## config.mk

```make
export PLATFORM = sky130hd
export DESIGN_NAME = uee_irq_ctrl
export DESIGN_NICKNAME = d
export VERILOG_FILES = /design/src/include/uee_pkg.sv /design/src/verilog/uee_irq_ctrl.sv
export SDC_FILE = /design/constraint.sdc
export NUM_CORES = 1
export LEC_CHECK = 0
export ABC_AREA = 1
export BUFFER_PORTS_ARGS = -buffer_cell sky130_fd_sc_hd__buf_2
export CAP_MARGIN = 20
export CORE_ASPECT_RATIO = 1.4
export CORE_MARGIN = 2
export CORE_UTILIZATION = 52
export DETAILED_ROUTE_END_ITERATION = 8
export GPL_TIMING_DRIVEN = 0
export HOLD_SLACK_MARGIN = 0.12
export PLACE_DENSITY = 0.83
export REMOVE_ABC_BUFFERS = 1
export SETUP_SLACK_MARGIN = 0.05
export SKIP_CTS_REPAIR_TIMING = 1
export SYNTH_ARGS = -nofsm -noshare
export SYNTH_HDL_FRONTEND = slang
export SYNTH_SLANG_ARGS = --single-unit
```

## constraint.sdc

```tcl
create_clock -name ref_clk_i -period 1.6 [get_ports ref_clk_i]
set_clock_uncertainty 0.1 [all_clocks]
set_input_delay 0.32 -clock ref_clk_i [delete_from_list [all_inputs] [get_ports ref_clk_i]]
set_output_delay 0.32 -clock ref_clk_i [all_outputs]
set_load 0.02 [all_outputs]
```

## src/include/uee_pkg.sv

```systemverilog
// Register map, field layout and shared types of the USB interrupt gate block
package uee_pkg;

   // ***********************************************************
   // Register offsets
   // ***********************************************************
   localparam int unsigned ADDR_W = 12;

   localparam logic [ADDR_W-1:0] OFS_STAT_EN    = 12'hf36;
   localparam logic [ADDR_W-1:0] OFS_ERR_EN     = 12'hf37;
   localparam logic [ADDR_W-1:0] OFS_STAT_CLR   = 12'hf38;
   localparam logic [ADDR_W-1:0] OFS_STAT_FLAGS = 12'hf62;
   localparam logic [ADDR_W-1:0] OFS_ERR_FLAGS  = 12'hf63;

   // ***********************************************************
   // Field masks and reset values
   // ***********************************************************
   localparam logic [7:0] STAT_EN_MASK  = 8'h7f;
   localparam logic [7:0] STAT_EVT_MASK = 8'h7d;
   localparam logic [7:0] ERR_MASK      = 8'h9f;
   localparam logic [7:0] REG_RESET     = 8'h00;
   localparam logic [7:0] READ_UNMAPPED = 8'h00;

   // ***********************************************************
   // Timing
   // ***********************************************************
   localparam int unsigned TURNAROUND_BIT_TIMES = 16;
   localparam int unsigned BYTE_BITS_LOG2       = 3;

   // ***********************************************************
   // Types
   // ***********************************************************
   typedef struct packed {
      logic       unused7;
      logic       frame_start;
      logic       stall_sent;
      logic       idle_detect;
      logic       transaction_done;
      logic       bus_activity;
      logic       error_summary;
      logic       bus_reset;
   } uee_stat_t;

   typedef struct packed {
      logic       stuffing_error_flag;
      logic [1:0] unused6_5;
      logic       turnaround_timeout_flag;
      logic       partial_byte_flag;
      logic       data_check_fail_flag;
      logic       token_check_fail_flag;
      logic       packet_id_fail_flag;
   } uee_err_t;

   typedef struct packed {
      logic [ADDR_W-1:0] addr;
      logic [7:0]        wdata;
      logic              wr;
      logic              rd;
   } uee_bus_req_t;

endpackage : uee_pkg

```

## src/verilog/uee_irq_ctrl.sv

```systemverilog
// USB status/error interrupt gating, error flags and register port
//
// Behaviour
// Status enable bits only gate flags toward the processor interrupt.
// Status flags set on their condition even when not enabled.
// Enables bit6..0: frame start, stall, idle, done, activity, error, reset.
// Enable bit 7 and error flag bits 6:5 unimplemented, read zero.
// Error summary is OR of error flags each gated by its enable.
// Every error source has its own enable bit.
// Error flag sets in the cycle the error is detected.
// Error flag holds until software writes zero to that bit.
// Error bit 7 sets on bit stuffing violation.
// Error bit 4 sets after more than 16 idle bit times past EOP.
// Error bit 3 sets when data field is not whole bytes.
// Error bit 2 sets on data CRC16 failure, unchanged on pass.
// Token with bad CRC5 is rejected and error bit 1 set.
// Error bit 0 sets on failed packet identifier check.
// Enabled status flags OR into one USB interrupt request.
// Only enabled errors drive summary; summary is read-only.
// All enables and error flags reset to zero.
// Detection in the clearing cycle wins; flag stays set.
`timescale 1ns/1ps
`default_nettype none

module uee_irq_ctrl
   import uee_pkg::*;
#(
   parameter int unsigned DATA_CNT_W = 11
)
(
   input  wire logic              ref_clk_i,
   input  wire logic              rstn_i,
   // Register port
   input  wire logic [ADDR_W-1:0] reg_addr_i,
   input  wire logic [7:0]        reg_wdata_i,
   input  wire logic              reg_wr_i,
   input  wire logic              reg_rd_i,
   output logic      [7:0]        reg_rdata_o,
   // Status events from the serial interface engine
   input  wire uee_stat_t         stat_evt_i,
   // Error events from the serial interface engine
   input  wire logic              stuff_err_i,
   input  wire logic              data_crc_fail_i,
   input  wire logic              token_crc_fail_i,
   input  wire logic              pid_fail_i,
   // Packet timing from the serial interface engine
   input  wire logic              bit_tick_i,
   input  wire logic              eop_i,
   input  wire logic              bus_idle_i,
   input  wire logic              data_end_i,
   input  wire logic [DATA_CNT_W-1:0] data_bits_i,
   // Results
   output logic                   token_reject_o,
   output logic                   error_summary_flag_o,
   output logic                   usb_irq_request_o
);

   // ***********************************************************
   // Elaboration checks
   // ***********************************************************
   if (DATA_CNT_W <= BYTE_BITS_LOG2)
   begin : g_bad_cnt_w
      $error("DATA_CNT_W must exceed the byte residue width");
   end

   // ***********************************************************
   // Local types and constants
   // ***********************************************************
   localparam int unsigned TO_CNT_W = $clog2(TURNAROUND_BIT_TIMES + 2);
   localparam logic [TO_CNT_W-1:0] TO_LIMIT =
      TO_CNT_W'(TURNAROUND_BIT_TIMES + 1);
   localparam logic [TO_CNT_W-1:0] TO_ZERO = '0;

   typedef struct packed {
      uee_err_t              err_flags;
      logic [7:0]            err_en;
      logic [7:0]            stat_en;
      uee_stat_t             stat_flags;
      logic [7:0]            rdata;
      logic                  to_armed;
      logic [TO_CNT_W-1:0]   to_cnt;
      logic                  token_reject;
   } uee_state_t;

   localparam uee_state_t STATE_RESET = '{
      err_flags    : uee_err_t'(REG_RESET),
      err_en       : REG_RESET,
      stat_en      : REG_RESET,
      stat_flags   : uee_stat_t'(REG_RESET),
      rdata        : REG_RESET,
      to_armed     : 1'b0,
      to_cnt       : TO_ZERO,
      token_reject : 1'b0
   };

   // ***********************************************************
   // Functions
   // ***********************************************************
   // Sticky update: a set in the same cycle wins over the clear
   function automatic logic [7:0] sticky
   (
      input logic [7:0] old_v,
      input logic [7:0] clr_v,
      input logic [7:0] set_v,
      input logic [7:0] mask_v
   );
      sticky = ((old_v & ~clr_v) | set_v) & mask_v;
   endfunction : sticky

   function automatic logic any_gated
   (
      input logic [7:0] flags_v,
      input logic [7:0] en_v
   );
      any_gated = |(flags_v & en_v);
   endfunction : any_gated

   // ***********************************************************
   // State
   // ***********************************************************
   uee_state_t   s_q;
   uee_state_t   s_d;
   uee_bus_req_t req;
   uee_err_t     err_set;
   logic [7:0]   err_clr;
   logic [7:0]   stat_clr;
   logic [7:0]   stat_set;
   logic         err_summary;
   logic         to_expire;
   logic         partial_byte;

   assign req = '{
      addr  : reg_addr_i,
      wdata : reg_wdata_i,
      wr    : reg_wr_i,
      rd    : reg_rd_i
   };

   // ***********************************************************
   // Error summary and interrupt request
   // ***********************************************************
   // Summary is live, not stored, so software cannot set or clear it
   assign err_summary =
      any_gated(s_q.err_flags, s_q.err_en & ERR_MASK);

   // ***********************************************************
   // Error detection
   // ***********************************************************
   // Turnaround timer expires on the tick that passes the limit
   assign to_expire = s_q.to_armed && bus_idle_i && bit_tick_i &&
                      (s_q.to_cnt == TO_LIMIT - TO_CNT_W'(1));

   // Data bit count that is not a multiple of eight
   assign partial_byte = data_end_i &&
      (|data_bits_i[BYTE_BITS_LOG2-1:0]);

   always_comb
   begin
      err_set = uee_err_t'(REG_RESET);
      err_set.stuffing_error_flag     = stuff_err_i;
      err_set.turnaround_timeout_flag = to_expire;
      err_set.partial_byte_flag       = partial_byte;
      err_set.data_check_fail_flag    = data_crc_fail_i;
      err_set.token_check_fail_flag   = token_crc_fail_i;
      err_set.packet_id_fail_flag     = pid_fail_i;
   end

   // ***********************************************************
   // Software clears
   // ***********************************************************
   always_comb
   begin
      err_clr  = REG_RESET;
      stat_clr = REG_RESET;
      if (req.wr && req.addr == OFS_ERR_FLAGS)
      begin
         // Writing a zero clears, writing a one leaves the bit alone
         err_clr = ~req.wdata;
      end
      if (req.wr && req.addr == OFS_STAT_CLR)
      begin
         stat_clr = req.wdata;
      end
   end

   assign stat_set = 8'(stat_evt_i) & STAT_EVT_MASK;

   // ***********************************************************
   // Next state
   // ***********************************************************
   always_comb
   begin
      s_d = s_q;

      // Error flags set the same cycle as detection, enable or not
      s_d.err_flags = uee_err_t'(sticky(8'(s_q.err_flags), err_clr,
         8'(err_set), ERR_MASK));

      // Status flags latch regardless of their enable
      s_d.stat_flags = uee_stat_t'(sticky(8'(s_q.stat_flags),
         stat_clr, stat_set, STAT_EVT_MASK));

      // Enable registers
      if (req.wr && req.addr == OFS_STAT_EN)
      begin
         s_d.stat_en = req.wdata & STAT_EN_MASK;
      end
      if (req.wr && req.addr == OFS_ERR_EN)
      begin
         s_d.err_en = req.wdata & ERR_MASK;
      end

      // Bad token CRC rejects the token, one cycle pulse
      s_d.token_reject = token_crc_fail_i;

      // Turnaround timer: arm at end of packet, stop on bus activity
      if (eop_i)
      begin
         s_d.to_armed = 1'b1;
         s_d.to_cnt   = TO_ZERO;
      end
      else if (!bus_idle_i || to_expire)
      begin
         s_d.to_armed = 1'b0;
         s_d.to_cnt   = TO_ZERO;
      end
      else if (s_q.to_armed && bit_tick_i)
      begin
         s_d.to_cnt = s_q.to_cnt + TO_CNT_W'(1);
      end

      // Read data stand for one cycle after the read strobe
      s_d.rdata = READ_UNMAPPED;
      if (req.rd)
      begin
         unique case (req.addr)
            OFS_STAT_EN:
            begin
               s_d.rdata = s_q.stat_en & STAT_EN_MASK;
            end
            OFS_ERR_EN:
            begin
               s_d.rdata = s_q.err_en & ERR_MASK;
            end
            OFS_STAT_FLAGS:
            begin
               s_d.rdata = 8'(s_q.stat_flags) & STAT_EVT_MASK;
               s_d.rdata[1] = err_summary;
            end
            OFS_ERR_FLAGS:
            begin
               s_d.rdata = 8'(s_q.err_flags) & ERR_MASK;
            end
            default:
            begin
               s_d.rdata = READ_UNMAPPED;
            end
         endcase
      end
   end

   // ***********************************************************
   // Registers
   // ***********************************************************
   always_ff @(posedge ref_clk_i or negedge rstn_i)
   begin
      if (!rstn_i)
      begin
         s_q <= STATE_RESET;
      end
      else
      begin
         s_q <= s_d;
      end
   end

   // ***********************************************************
   // Outputs
   // ***********************************************************
   logic [7:0] stat_view;

   always_comb
   begin
      stat_view    = 8'(s_q.stat_flags) & STAT_EVT_MASK;
      stat_view[1] = err_summary;
   end

   assign reg_rdata_o          = s_q.rdata;
   assign token_reject_o       = s_q.token_reject;
   assign error_summary_flag_o = err_summary;
   // Status enable bits act only here, on the path to the processor
   assign usb_irq_request_o =
      any_gated(stat_view, s_q.stat_en & STAT_EN_MASK);

endmodule : uee_irq_ctrl

`default_nettype wire

```

[Word level (Yosys, flattened, before mapping)]
Cells that the tools add are included.
Storage, ports and cells
  bits in registers: 40
  word-level logic and storage cells: 58
  input bits: 51
Cells by class
  muxes and demuxes: 8
  add/subtract/negate cells: 1
  bitwise operators: 9
  reductions and logical operators: 16
  eq/ne operators: 6
Operators by type and width (number)
  $eq 12x12->1 const B: 5
  $pmux 8 s4: 1
  $and 8x8->8: 2
  $mux 8: 2
  $not 8->8: 2
  $reduce_or 8->1: 2
  $and 7x7->7: 2
  $mux 5: 2
  $logic_and 1x1->1: 9
  $or 8x8->8: 1
  $mux 7: 1
  $not 7->7: 1
  $or 7x7->7: 1
  $mux 6: 1
  $add 5x1->5 const B: 1
  $eq 5x5->1 const B: 1
  $reduce_bool 3->1: 1
  $reduce_or 3->1: 1
  $reduce_bool 2->1: 1
  $logic_not 1->1: 1
  $logic_or 1x1->1: 1
  $mux 1: 1

[Logic depth before layout (Yosys ltp)]
Gate-level depths: netlist (run 1).
  depth in word-level cells: 6
  gate-level depth with buffers: 9
  depth with buffers taken out: 9

[Worst setup path before layout (run 1)]
No wires, ideal clock.
  kind: register to output
  start: reg s_q[32] (netlist bit)
  end: out usb_irq_request_o
  required time: 1.180 ns
  buffers on the path: 0
  setup slack: 0.226 ns
  stages on the path, launching flop included: 7
  arrival time: 0.954 ns
  path through: dfrtp_1 -> nand2_1 -> nand2_1 -> nor2_1 -> nand2_1 -> nand2_1 -> nand2_1
Between the ends
  word-level cells in the longest chain between the ends: 4
RTL lines
  start, declared: RTL line uee_irq_ctrl.sv:121  | uee_state_t s_q;
  start signal, assigned: RTL line uee_irq_ctrl.sv:269  | s_q <= STATE_RESET;
  start signal, assigned: RTL line uee_irq_ctrl.sv:273  | s_q <= s_d;
  $and 8x8->8: RTL line uee_irq_ctrl.sv:115  | any_gated = |(flags_v & en_v);
  $reduce_or 8->1: RTL line uee_irq_ctrl.sv:115
  via error_summary_flag_o: RTL line uee_irq_ctrl.sv:54  | output logic error_summary_flag_o,
  $and 7x7->7: RTL line uee_irq_ctrl.sv:115
  $reduce_or 8->1: RTL line uee_irq_ctrl.sv:115
  end, declared: RTL line uee_irq_ctrl.sv:55  | output logic usb_irq_request_o
The timed path passes the listed nets, and every way through them passes these cells.

[Final worst setup path (run 1)]
  start: reg s_q[46] (netlist bit)
  end: out usb_irq_request_o
Between the ends
  word-level cells in the longest chain between the ends: 4
RTL lines (RTL line)
  $and 8x8->8: uee_irq_ctrl.sv:115
  $reduce_or 8->1: uee_irq_ctrl.sv:115
  $and 7x7->7: uee_irq_ctrl.sv:115
  $reduce_or 8->1: uee_irq_ctrl.sv:115
Every way passes these cells.

==> impl_metrics.tcl, run 1 <==
set metrics [dict create \
    worstMarginPinSlew_ns 0.866 \
    wl_um 4530 \
    finalNonFillerCells 389 \
    detail_route.wl_per_cell_um 11.7 \
    synth-seq-cells 40 \
    drc 0 \
    layout-drive-gt1-share_pct 30.5 \
    fp.dieH_um 82.1 \
    p_int_mw 1.44 \
    cts-buffers-inserted 5 \
    worstSkewPairLatency_ns 0.28 \
    syn_avg_cell_area_um2 8.06 \
    design_area_um2 2720 \
    reg2regPathDepth 7 \
    cp-start-kind "flip-flop" \
    grt_pass1_vias 1699 \
    rsz0062_at_grt "yes" \
    antenna_found_initial 0 \
    cp_max_fo 3 \
    power_mw 1.87 \
    finalCritPeriodShare_pct 109 \
    vias 1969 \
    period_needed_ns 1.74 \
    core_area_um2 4200 \
    ys_top_cells_by_area "dfrtp_1 (44%), nand2_1 (13%), nand3_1 (7.1%)" \
    cp-end-kind "output port" \
    dpl_cell_area_um2 2480 \
    p_seq_share_pct 54.7 \
    dieArea_um2 4910 \
    crit_cells 7 \
    path_clk_slew_ns 0.07 \
    cp_common_cell "nand2_1" \
    worstPathRequired_ns 1.18 \
    path_cells "nand2_1, nand2_1, nor2_1, nand2_1, nand2_1, nand2_1, buf_2" \
    cts-root-buf "clkbuf_8" \
    criticalPathCategory "reg -> out" \
    synth_top_area_share_pct 44.2 \
    grt_max_degree 41 \
    combPwrFrac_pct 9.8 \
    n_antenna_cell 0 \
    fp.dieW_um 59.8 \
    io_buffers 51 \
    cp_slowest_cell "dfrtp_1" \
    drt-initial-drc-count 45 \
    grt_pass1_wl_um 7330 \
    place_inst 366 \
    viasPerCell 5.06 \
    grt_usage_pct 20.1 \
    slew_violations 0 \
    hold_viol 0 \
    final-setup-viol-count 2 \
    relSlewSlack_pct 42.2 \
    slowest_delay_ns 0.41 \
    start_util_pct 53.9 \
    maxCapViolations 0 \
    rows 28 \
    place.detailed.hpwl_um 3380 \
    filler_cell_count 357 \
    cts_tree "yes" \
    syn-cell-area_um2 2270 \
    cp_top_family "simple AND/OR/NAND/NOR gates" \
    worstPathArrival_ns 1.32 \
    crit_buf_inv 1 \
    setup_slack_ns -0.140 \
    synthCells 281 \
    ant_nets 0 \
    switching_share_pct 22.8 \
    gp_congestion 0.895 \
    synth_warnings 0 \
    ys_seq_area_share_pct 44.2 \
    cts_max_level 2 \
    irDropWorstVdd_v 0.000495 \
    p_leak_nw 1.44 \
    min_path_type "in -> async" \
    synth.distinct_cells 24 \
    cts_sinks 40 \
    p_per_area_nw_per_um2 685 \
    drt_pass1_iterations 4 \
    p_sw_mw 0.426 \
    grt-ovfl-total 0 \
    violations "setup timing" \
    cts_max_path_buffers 2 \
    max_freq_mhz 575 \
    ioPinCount 62 \
    yosys.area.top_type "dfrtp_1" \
    outcome "finished with violations" \
    hold_ws_ns 0.0448 \
    area_delta_synth_final_pct 20.2 \
    nNetsFinal 396 \
    pwr-share-clk_pct 35.4 \
    dp_slack_ns -0.153 \
]
worst reg2reg max path, cell delays in order, from the launching register on:
cell,delay (ns)
dfrtp_1,0.37
inv_1,0.07
ha_1,0.20
inv_1,0.05
nor2_1,0.05
a21boi_1,0.19
nand2_1,0.14
nor3_1,0.15
power groups by stage:
stage	registers, mW	logic [mW]	clock network, mW
after floorplan	1.04	0.0752	0
after global placement	1.04	0.165	0
after detailed placement	1.04	0.169	0
after CTS	1.02	0.169	0.689
after global routing	1.02	0.207	0.717
final	1.02	0.183	0.661
registers in the layout (all words and copies together) (netlist names):
signal and count:
reg_rdata_o 8, s_q 31, token_reject_o 1
final timing paths:
check	slack [ns]	startpoint	endpoint
worst max-delay path	-0.14	s_q[46]$_DFF_PN0_	usb_irq_request_o
worst min-delay path	0.04	rstn_i	s_q[3]$_DFFE_PN0P_
worst max register to register	0.20	s_q[1]$_DFFE_PN0P_	s_q[1]$_DFFE_PN0P_
worst min register to register	0.37	s_q[6]$_DFFE_PN0P_	s_q[6]$_DFFE_PN0P_
max in group asynchronous	0.82	rstn_i	s_q[28]$_DFFE_PN0P_
min in group ref_clk_i	0.11	data_crc_fail_i	s_q[41]$_DFF_PN0_
stage by stage:
| step | setup TNS [ns] | util (%) |
|---|---|---|
| after global routing | -0.362 | 64.8 |
| final | -0.225 | 64.8 |
| after floorplan | 0 | - |
| after CTS | -0.223 | 61.2 |
| after detailed placement | -1.01 | 59.1 |
| after global placement | -0.984 | 59.1 |
per-layer routing:
metal / share of wire (%) / global-route usage, %
met5: 0 / 0
met2: 52 / 36.2
met4: 2.5 / 8.67
met1: 40 / 23.0
met3: 5.5 / 2.96
kinds of logic (layout without fill, tap and decap cells):
kind of cell	after synthesis	after routing	share of synthesized area, %
and+or+nand+nor	166	166	35.4
xor gates and xnor gates	1	1	0.387
adders and majority gates	2	2	1.10
DFF	40	40	44.2
AOI/OAI and AO/OA	26	26	9.00
buffers and inverters	46	109	9.94
cell type report:
cell class | count | area (um^2) | area share (%)
timing repair buffer | 66 | 392 | 14.4
tap | 45 | 56.3 | 2.07
inverter | 35 | 131 | 4.83
multi-input combinational | 195 | 1050 | 38.6
clock buffer | 8 | 90.1 | 3.31
sequential | 40 | 1000 | 36.8
cell usage in the layout (no fill, tap or decap), types with 2 or more instances in the layout:
master         synthesis  layout
clkbuf_8               0       6
nor2_1                24      24
dfrtp_1               40      40
a21o_1                 7       7
nand2_2               10      10
buf_2                  0      50
buf_4                  8       8
o21ai_2               13      13
inv_2                  3       3
nand3_2                3       2
inv_1                 32      32
nand4_1                4       4
nand2_1               81      81
a21oi_1                2       2
nor3_1                 2       2
ha_1                   2       2
nor2_4                 8       8
nand3_1               32      32
dlygate4sd3_1          0       7
clkbuf_1               0       2
Yosys cell counts, drive strengths merged:
master and number:
nand2 91, dfrtp 40, inv 35, nand3 35, nor2 33, o21ai 14
buf 11, a21o 7, nand4 4, nor3 3, a21oi 2, ha 2
a211oi 1, a21boi 1, o31ai 1, xor2 1
Note: power is estimated with default switching activity, not from simulation.
==> inputs of run 2 (changes only) <==
--- a/config.mk
+++ b/config.mk
@@ -10,11 +10,11 @@
 export CAP_MARGIN = 20
 export CORE_ASPECT_RATIO = 1.4
 export CORE_MARGIN = 2
-export CORE_UTILIZATION = 52
+export CORE_UTILIZATION = 35
 export DETAILED_ROUTE_END_ITERATION = 8
 export GPL_TIMING_DRIVEN = 0
 export HOLD_SLACK_MARGIN = 0.12
-export PLACE_DENSITY = 0.83
+export PLACE_DENSITY = 0.61
 export REMOVE_ABC_BUFFERS = 1
 export SETUP_SLACK_MARGIN = 0.05
 export SKIP_CTS_REPAIR_TIMING = 1
==> run 2 against run 1 <==
  * Register-to-register slack better by 0.03 ns
  * Non-clock buffer count is 5 lower
  * Sequential share of layout area is 0.13 points lower
  * The flow still finishes with violations (setup timing)
  * Clock-buffer cell count is 2 lower
  * Sequential cell count stayed put
  * Clock power is 4.2% lower
  * Worst hold slack better by 0.013 ns
  * Critical path depth stayed put
  * Die area is 46% higher
  * First-iteration DRC count grew to 3.0 times the previous value
==> impl_metrics.tcl, run 2 (synthesized netlist as in run 1, its figures left out) <==
set metrics [dict create \
    place.detailed.hpwl_um 3810 \
    maxCapViolations 0 \
    cts_sinks 40 \
    cts_tree "yes" \
    crit_buf_inv 1 \
    p_seq_share_pct 55.4 \
    slowest_delay_ns 0.41 \
    largest_register "s_q" \
    cp_slowest_cell "dfrtp_1" \
    filler_cell_count 649 \
    fp.dieW_um 72 \
    cp_common_cell "nand2_2" \
    grt_pass1_wl_um 8450 \
    power_mw 1.84 \
    multiInputGateArea_um2 1070 \
    cp-start-kind "flip-flop" \
    p_leak_nw 1.41 \
    drc 0 \
    core_area_um2 6250 \
    violations "setup timing" \
    antenna_found_initial 0 \
    cts-root-buf "clkbuf_8" \
    path_cells "nand2_1, nand2_1, nor2_2, nand2_2, nand2_2, nand2_2, buf_6" \
    grt_max_degree 41 \
    rsz0062_at_grt "yes" \
    path_clk_slew_ns 0.07 \
    relSlewSlack_pct 39.2 \
    rows 34 \
    worstPathRequired_ns 1.18 \
    cp-end-kind "output port" \
    outcome "finished with violations" \
    grt_pass1_vias 1845 \
    grt_usage_pct 15.5 \
    viasPerCell 4.69 \
    final_common_cell "nand2_1" \
    p_per_area_nw_per_um2 675 \
    cts-buffers-inserted 5 \
    detail_route.wl_per_cell_um 12.6 \
    cp_max_fo 3 \
    combPwrFrac_pct 10.3 \
    drt_pass1_iterations 4 \
    vias 1921 \
    wl_um 5180 \
    final_cell_mix "nand2_1 (78), buf_2 (49), dfrtp_1 (40)" \
    worstMarginPinSlew_ns 0.912 \
    worstPathArrival_ns 1.31 \
    irDropWorstVdd_v 0.000351 \
    criticalPathCategory "reg -> out" \
    start_util_pct 36.2 \
    cts_max_path_buffers 2 \
    setup_slack_ns -0.135 \
    min_path_type "in -> async" \
    fp.dieH_um 99.2 \
    hold_viol 0 \
    layout-drive-gt1-share_pct 30.8 \
    dieArea_um2 7140 \
    area_delta_synth_final_pct 20.6 \
    ioPinCount 62 \
    max_freq_mhz 577 \
    pwr-share-clk_pct 34.3 \
    gp_congestion 0.790 \
    seq_area_um2 1000 \
    cp_top_family "simple AND/OR/NAND/NOR gates" \
    design_area_um2 2730 \
    cts_max_level 2 \
    n_antenna_cell 0 \
    slew_violations 0 \
    ant_nets 0 \
    p_int_mw 1.39 \
    final-setup-viol-count 2 \
    period_needed_ns 1.73 \
    nNetsFinal 391 \
    dpl_cell_area_um2 2520 \
    switching_share_pct 24.8 \
    drt-initial-drc-count 136 \
    io_buffers 51 \
    largest_reg_flops 31 \
    worstSkewPairLatency_ns 0.29 \
    finalCritPeriodShare_pct 108 \
    tns_ns -0.234 \
    grt-ovfl-total 0 \
    p_sw_mw 0.457 \
]
[run 2: changes by cell type in the layout (fill, tap and decap cells not counted), moves of 2 or more]
cell     delta
buf_4       -7
nand2_1     -3
nand2_2     +3
buf_6       +2
[run 2: final cells by class]
type,count,share of cell area (%)
multi-input combinational,195,39.0
sequential,40,36.6
timing repair buffer,61,13.4
inverter,35,4.81
tap,72,3.30
clock buffer,6,2.66
clock inverter,1,0.183
[run 2: worst register-to-register path, stage by stage (launching register included)]
cell	delay, ns
dfrtp_1	0.38
inv_1	0.07
ha_1	0.20
inv_1	0.05
nor2_1	0.05
a21boi_2	0.17
nand2_1	0.12
nor3_1	0.15
[run 2: metrics by stage]
stage / setup WS [ns] / utilization, % / hold slack, ns / cells
2_1_floorplan: 0.152 / - / -0.0756 / 270
3_3_place_gp: -0.165 / 40.3 / 0.345 / 393
3_5_place_dp: -0.171 / 40.3 / 0.352 / 393
4_1_cts: -0.203 / 41.5 / 0.0439 / 400
5_1_grt: -0.247 / 43.7 / 0.124 / 410
6_report: -0.135 / 43.7 / 0.0583 / 410
[run 2: layer usage]
metal | part of all wire, % | wire, um | global-route usage (%)
met1 | 42 | 2180 | 18.0
met2 | 51 | 2630 | 27.1
met3 | 4.2 | 218 | 3.24
met4 | 2.8 | 144 | 6.68
met5 | 0 | 0 | 0
[run 2: final timing paths]
kind | start | endpoint | slack, ns | cells after the start
worst min register to register | s_q[6]$_DFFE_PN0P_ | s_q[6]$_DFFE_PN0P_ | 0.39 | 2
worst max-delay path | s_q[35]$_DFFE_PN0P_ | usb_irq_request_o | -0.13 | 7
min in group ref_clk_i | data_crc_fail_i | s_q[41]$_DFF_PN0_ | 0.11 | 3
worst min-delay path | rstn_i | s_q[1]$_DFFE_PN0P_ | 0.06 | 1
max in group asynchronous | rstn_i | s_q[4]$_DFFE_PN0P_ | 0.77 | 1
worst max register to register | s_q[1]$_DFFE_PN0P_ | s_q[1]$_DFFE_PN0P_ | 0.23 | 7
[run 2: power groups by stage]
stage / clock [mW] / sequential, mW / combinational [mW]
final: 0.633 / 1.02 / 0.191
after global routing: 0.696 / 1.02 / 0.217
after CTS: 0.667 / 1.02 / 0.175
after detailed placement: 0 / 1.04 / 0.174
after global placement: 0 / 1.04 / 0.171
after floorplan: 0 / 1.04 / 0.0752
==> inputs of run 3 (changes only) <==
--- a/config.mk
+++ b/config.mk
@@ -14,6 +14,7 @@
 export DETAILED_ROUTE_END_ITERATION = 8
 export GPL_TIMING_DRIVEN = 0
 export HOLD_SLACK_MARGIN = 0.12
+export MAX_ROUTING_LAYER = met4
 export PLACE_DENSITY = 0.61
 export REMOVE_ABC_BUFFERS = 1
 export SETUP_SLACK_MARGIN = 0.05
==> run 3 against run 2 <==
  * The run still ends with setup timing left
  * First-iteration DRC count is 21% lower
  * Sequential share of layout area stayed put
  * Setup slack hardly changed
==> impl_metrics.tcl, run 3 (synthesized netlist as in run 1, its figures left out) <==
set metrics [dict create \
    outcome "finished with violations" \
    violations "setup timing" \
    dpl_cell_area_um2 2520 \
    viasPerCell 4.69 \
    cp_max_fo 3 \
    slew_violations 0 \
    core_area_um2 6250 \
    grt_usage_pct 16.0 \
    worstMarginPinSlew_ns 0.922 \
    nNetsFinal 391 \
    switching_share_pct 24.8 \
    io_buffers 51 \
    final_common_cell "nand2_1" \
    reg2regPathDepth 7 \
    setup_slack_ns -0.135 \
    largest_reg_flops 31 \
    irDropWorstVdd_v 0.000350 \
    ioPinCount 62 \
    grt_max_degree 41 \
    period_needed_ns 1.73 \
    fp.dieW_um 72 \
    maxCapViolations 0 \
    detail_route.wl_per_cell_um 12.7 \
    seq_area_um2 1000 \
    drt-initial-drc-count 108 \
    wl_um 5190 \
    hold_viol 0 \
    fin_util_pct 43.7 \
    ant_nets 0 \
    power_mw 1.85 \
    cts_max_level 2 \
    cts_sinks 40 \
    n_antenna_cell 0 \
    p_sw_mw 0.457 \
    path_cells "nand2_1, nand2_1, nor2_2, nand2_2, nand2_2, nand2_2, buf_6" \
    gp_congestion 0.801 \
    worstPathRequired_ns 1.18 \
    finalCritPeriodShare_pct 108 \
    p_seq_share_pct 55.3 \
    p_int_mw 1.39 \
    min_path_type "in -> async" \
    path_clk_slew_ns 0.07 \
    place.detailed.hpwl_um 3810 \
    grt_pass1_vias 1843 \
    p_leak_nw 1.41 \
    vias 1923 \
    cts-buffers-inserted 5 \
    multiInputGateArea_um2 1070 \
    dieArea_um2 7140 \
    fp.dieH_um 99.2 \
    cts-root-buf "clkbuf_8" \
    finalNonFillerCells 410 \
    worstPathArrival_ns 1.31 \
    slowest_delay_ns 0.41 \
    largest_register "s_q" \
    design_area_um2 2730 \
    antenna_found_initial 0 \
    drc 0 \
    rows 34 \
    grt-ovfl-total 0 \
    filler_cell_count 649 \
    cts_max_path_buffers 2 \
    cp-end-kind "output port" \
    place_inst 393 \
    cts_tree "yes" \
    cp_slowest_cell "dfrtp_1" \
    layout-drive-gt1-share_pct 30.8 \
    start_util_pct 36.2 \
    area_delta_synth_final_pct 20.6 \
    grt_pass1_wl_um 8450 \
    final-setup-viol-count 2 \
    max_freq_mhz 577 \
    drt_pass1_iterations 4 \
    pwr-share-clk_pct 34.3 \
    criticalPathCategory "reg -> out" \
    p_per_area_nw_per_um2 675 \
    cp_common_cell "nand2_2" \
    cp-start-kind "flip-flop" \
    worstSkewPairLatency_ns 0.29 \
    final_cell_mix "nand2_1 (78), buf_2 (49), dfrtp_1 (40)" \
    relSlewSlack_pct 38.5 \
    combPwrFrac_pct 10.4 \
    hold_ws_ns 0.0659 \
    rsz0062_at_grt "yes" \
]
run 3: cell counts in the layout (fill, tap and decap cells not counted):
No cell type changed its count.
run 3: final timing paths:
path | startpoint | endpoint | slack [ns]
setup / recovery | s_q[35]$_DFFE_PN0P_ | usb_irq_request_o | -0.13
hold / removal | rstn_i | s_q[42]$_DFF_PN0_ | 0.07
setup reg to reg | s_q[1]$_DFFE_PN0P_ | s_q[1]$_DFFE_PN0P_ | 0.23
hold reg to reg | s_q[6]$_DFFE_PN0P_ | s_q[6]$_DFFE_PN0P_ | 0.39
max in group asynchronous | rstn_i | s_q[17]$_DFF_PN0_ | 0.76
min in group ref_clk_i | data_crc_fail_i | s_q[41]$_DFF_PN0_ | 0.11
run 3: final cells by class:
class,count,area share (%)
multi-input cells,195,39.0
flip-flops and latches,40,36.6
repair buffers,61,13.4
inverters,35,4.81
well taps,72,3.30
clock buffers,6,2.66
clock inverters,1,0.183
run 3: metrics by stage:
| step | setup slack (ns) | TNS [ns] |
|---|---|---|
| floorplan | 0.152 | 0 |
| global placement | -0.165 | -1.13 |
| detailed placement | -0.171 | -1.17 |
| CTS | -0.203 | -0.251 |
| global route | -0.247 | -0.434 |
| finish | -0.135 | -0.235 |
run 3: worst max-delay path: cells and delay by family, from the launching register on:
family        cells  cell delay (ns)
simple gates      6             0.49
buf+inv           1             0.13
flops             1             0.41
run 3: layer usage:
| layer | GRT usage [%] | up-vias | wire, um | share of wire [%] |
|---|---|---|---|---|
| met3 | 3.24 | 10 | 231 | 4.5 |
| met1 | 18.2 | 871 | 2200 | 42 |
| met4 | 6.68 | 0 | 142 | 2.7 |
| met5 | - | - | 0 | 0 |
| li1 | - | 992 | - | - |
| met2 | 27.1 | 50 | 2620 | 50 |
run 3: power by group through the flow:
stage          Sequential (mW)  Clock (mW)  Combinational [mW]
4_1_cts                   1.02       0.667               0.175
6_report                  1.02       0.633               0.191
3_3_place_gp              1.04           0               0.171
5_1_grt                   1.02       0.698               0.218
3_5_place_dp              1.04           0               0.174
2_1_floorplan             1.04           0              0.0752
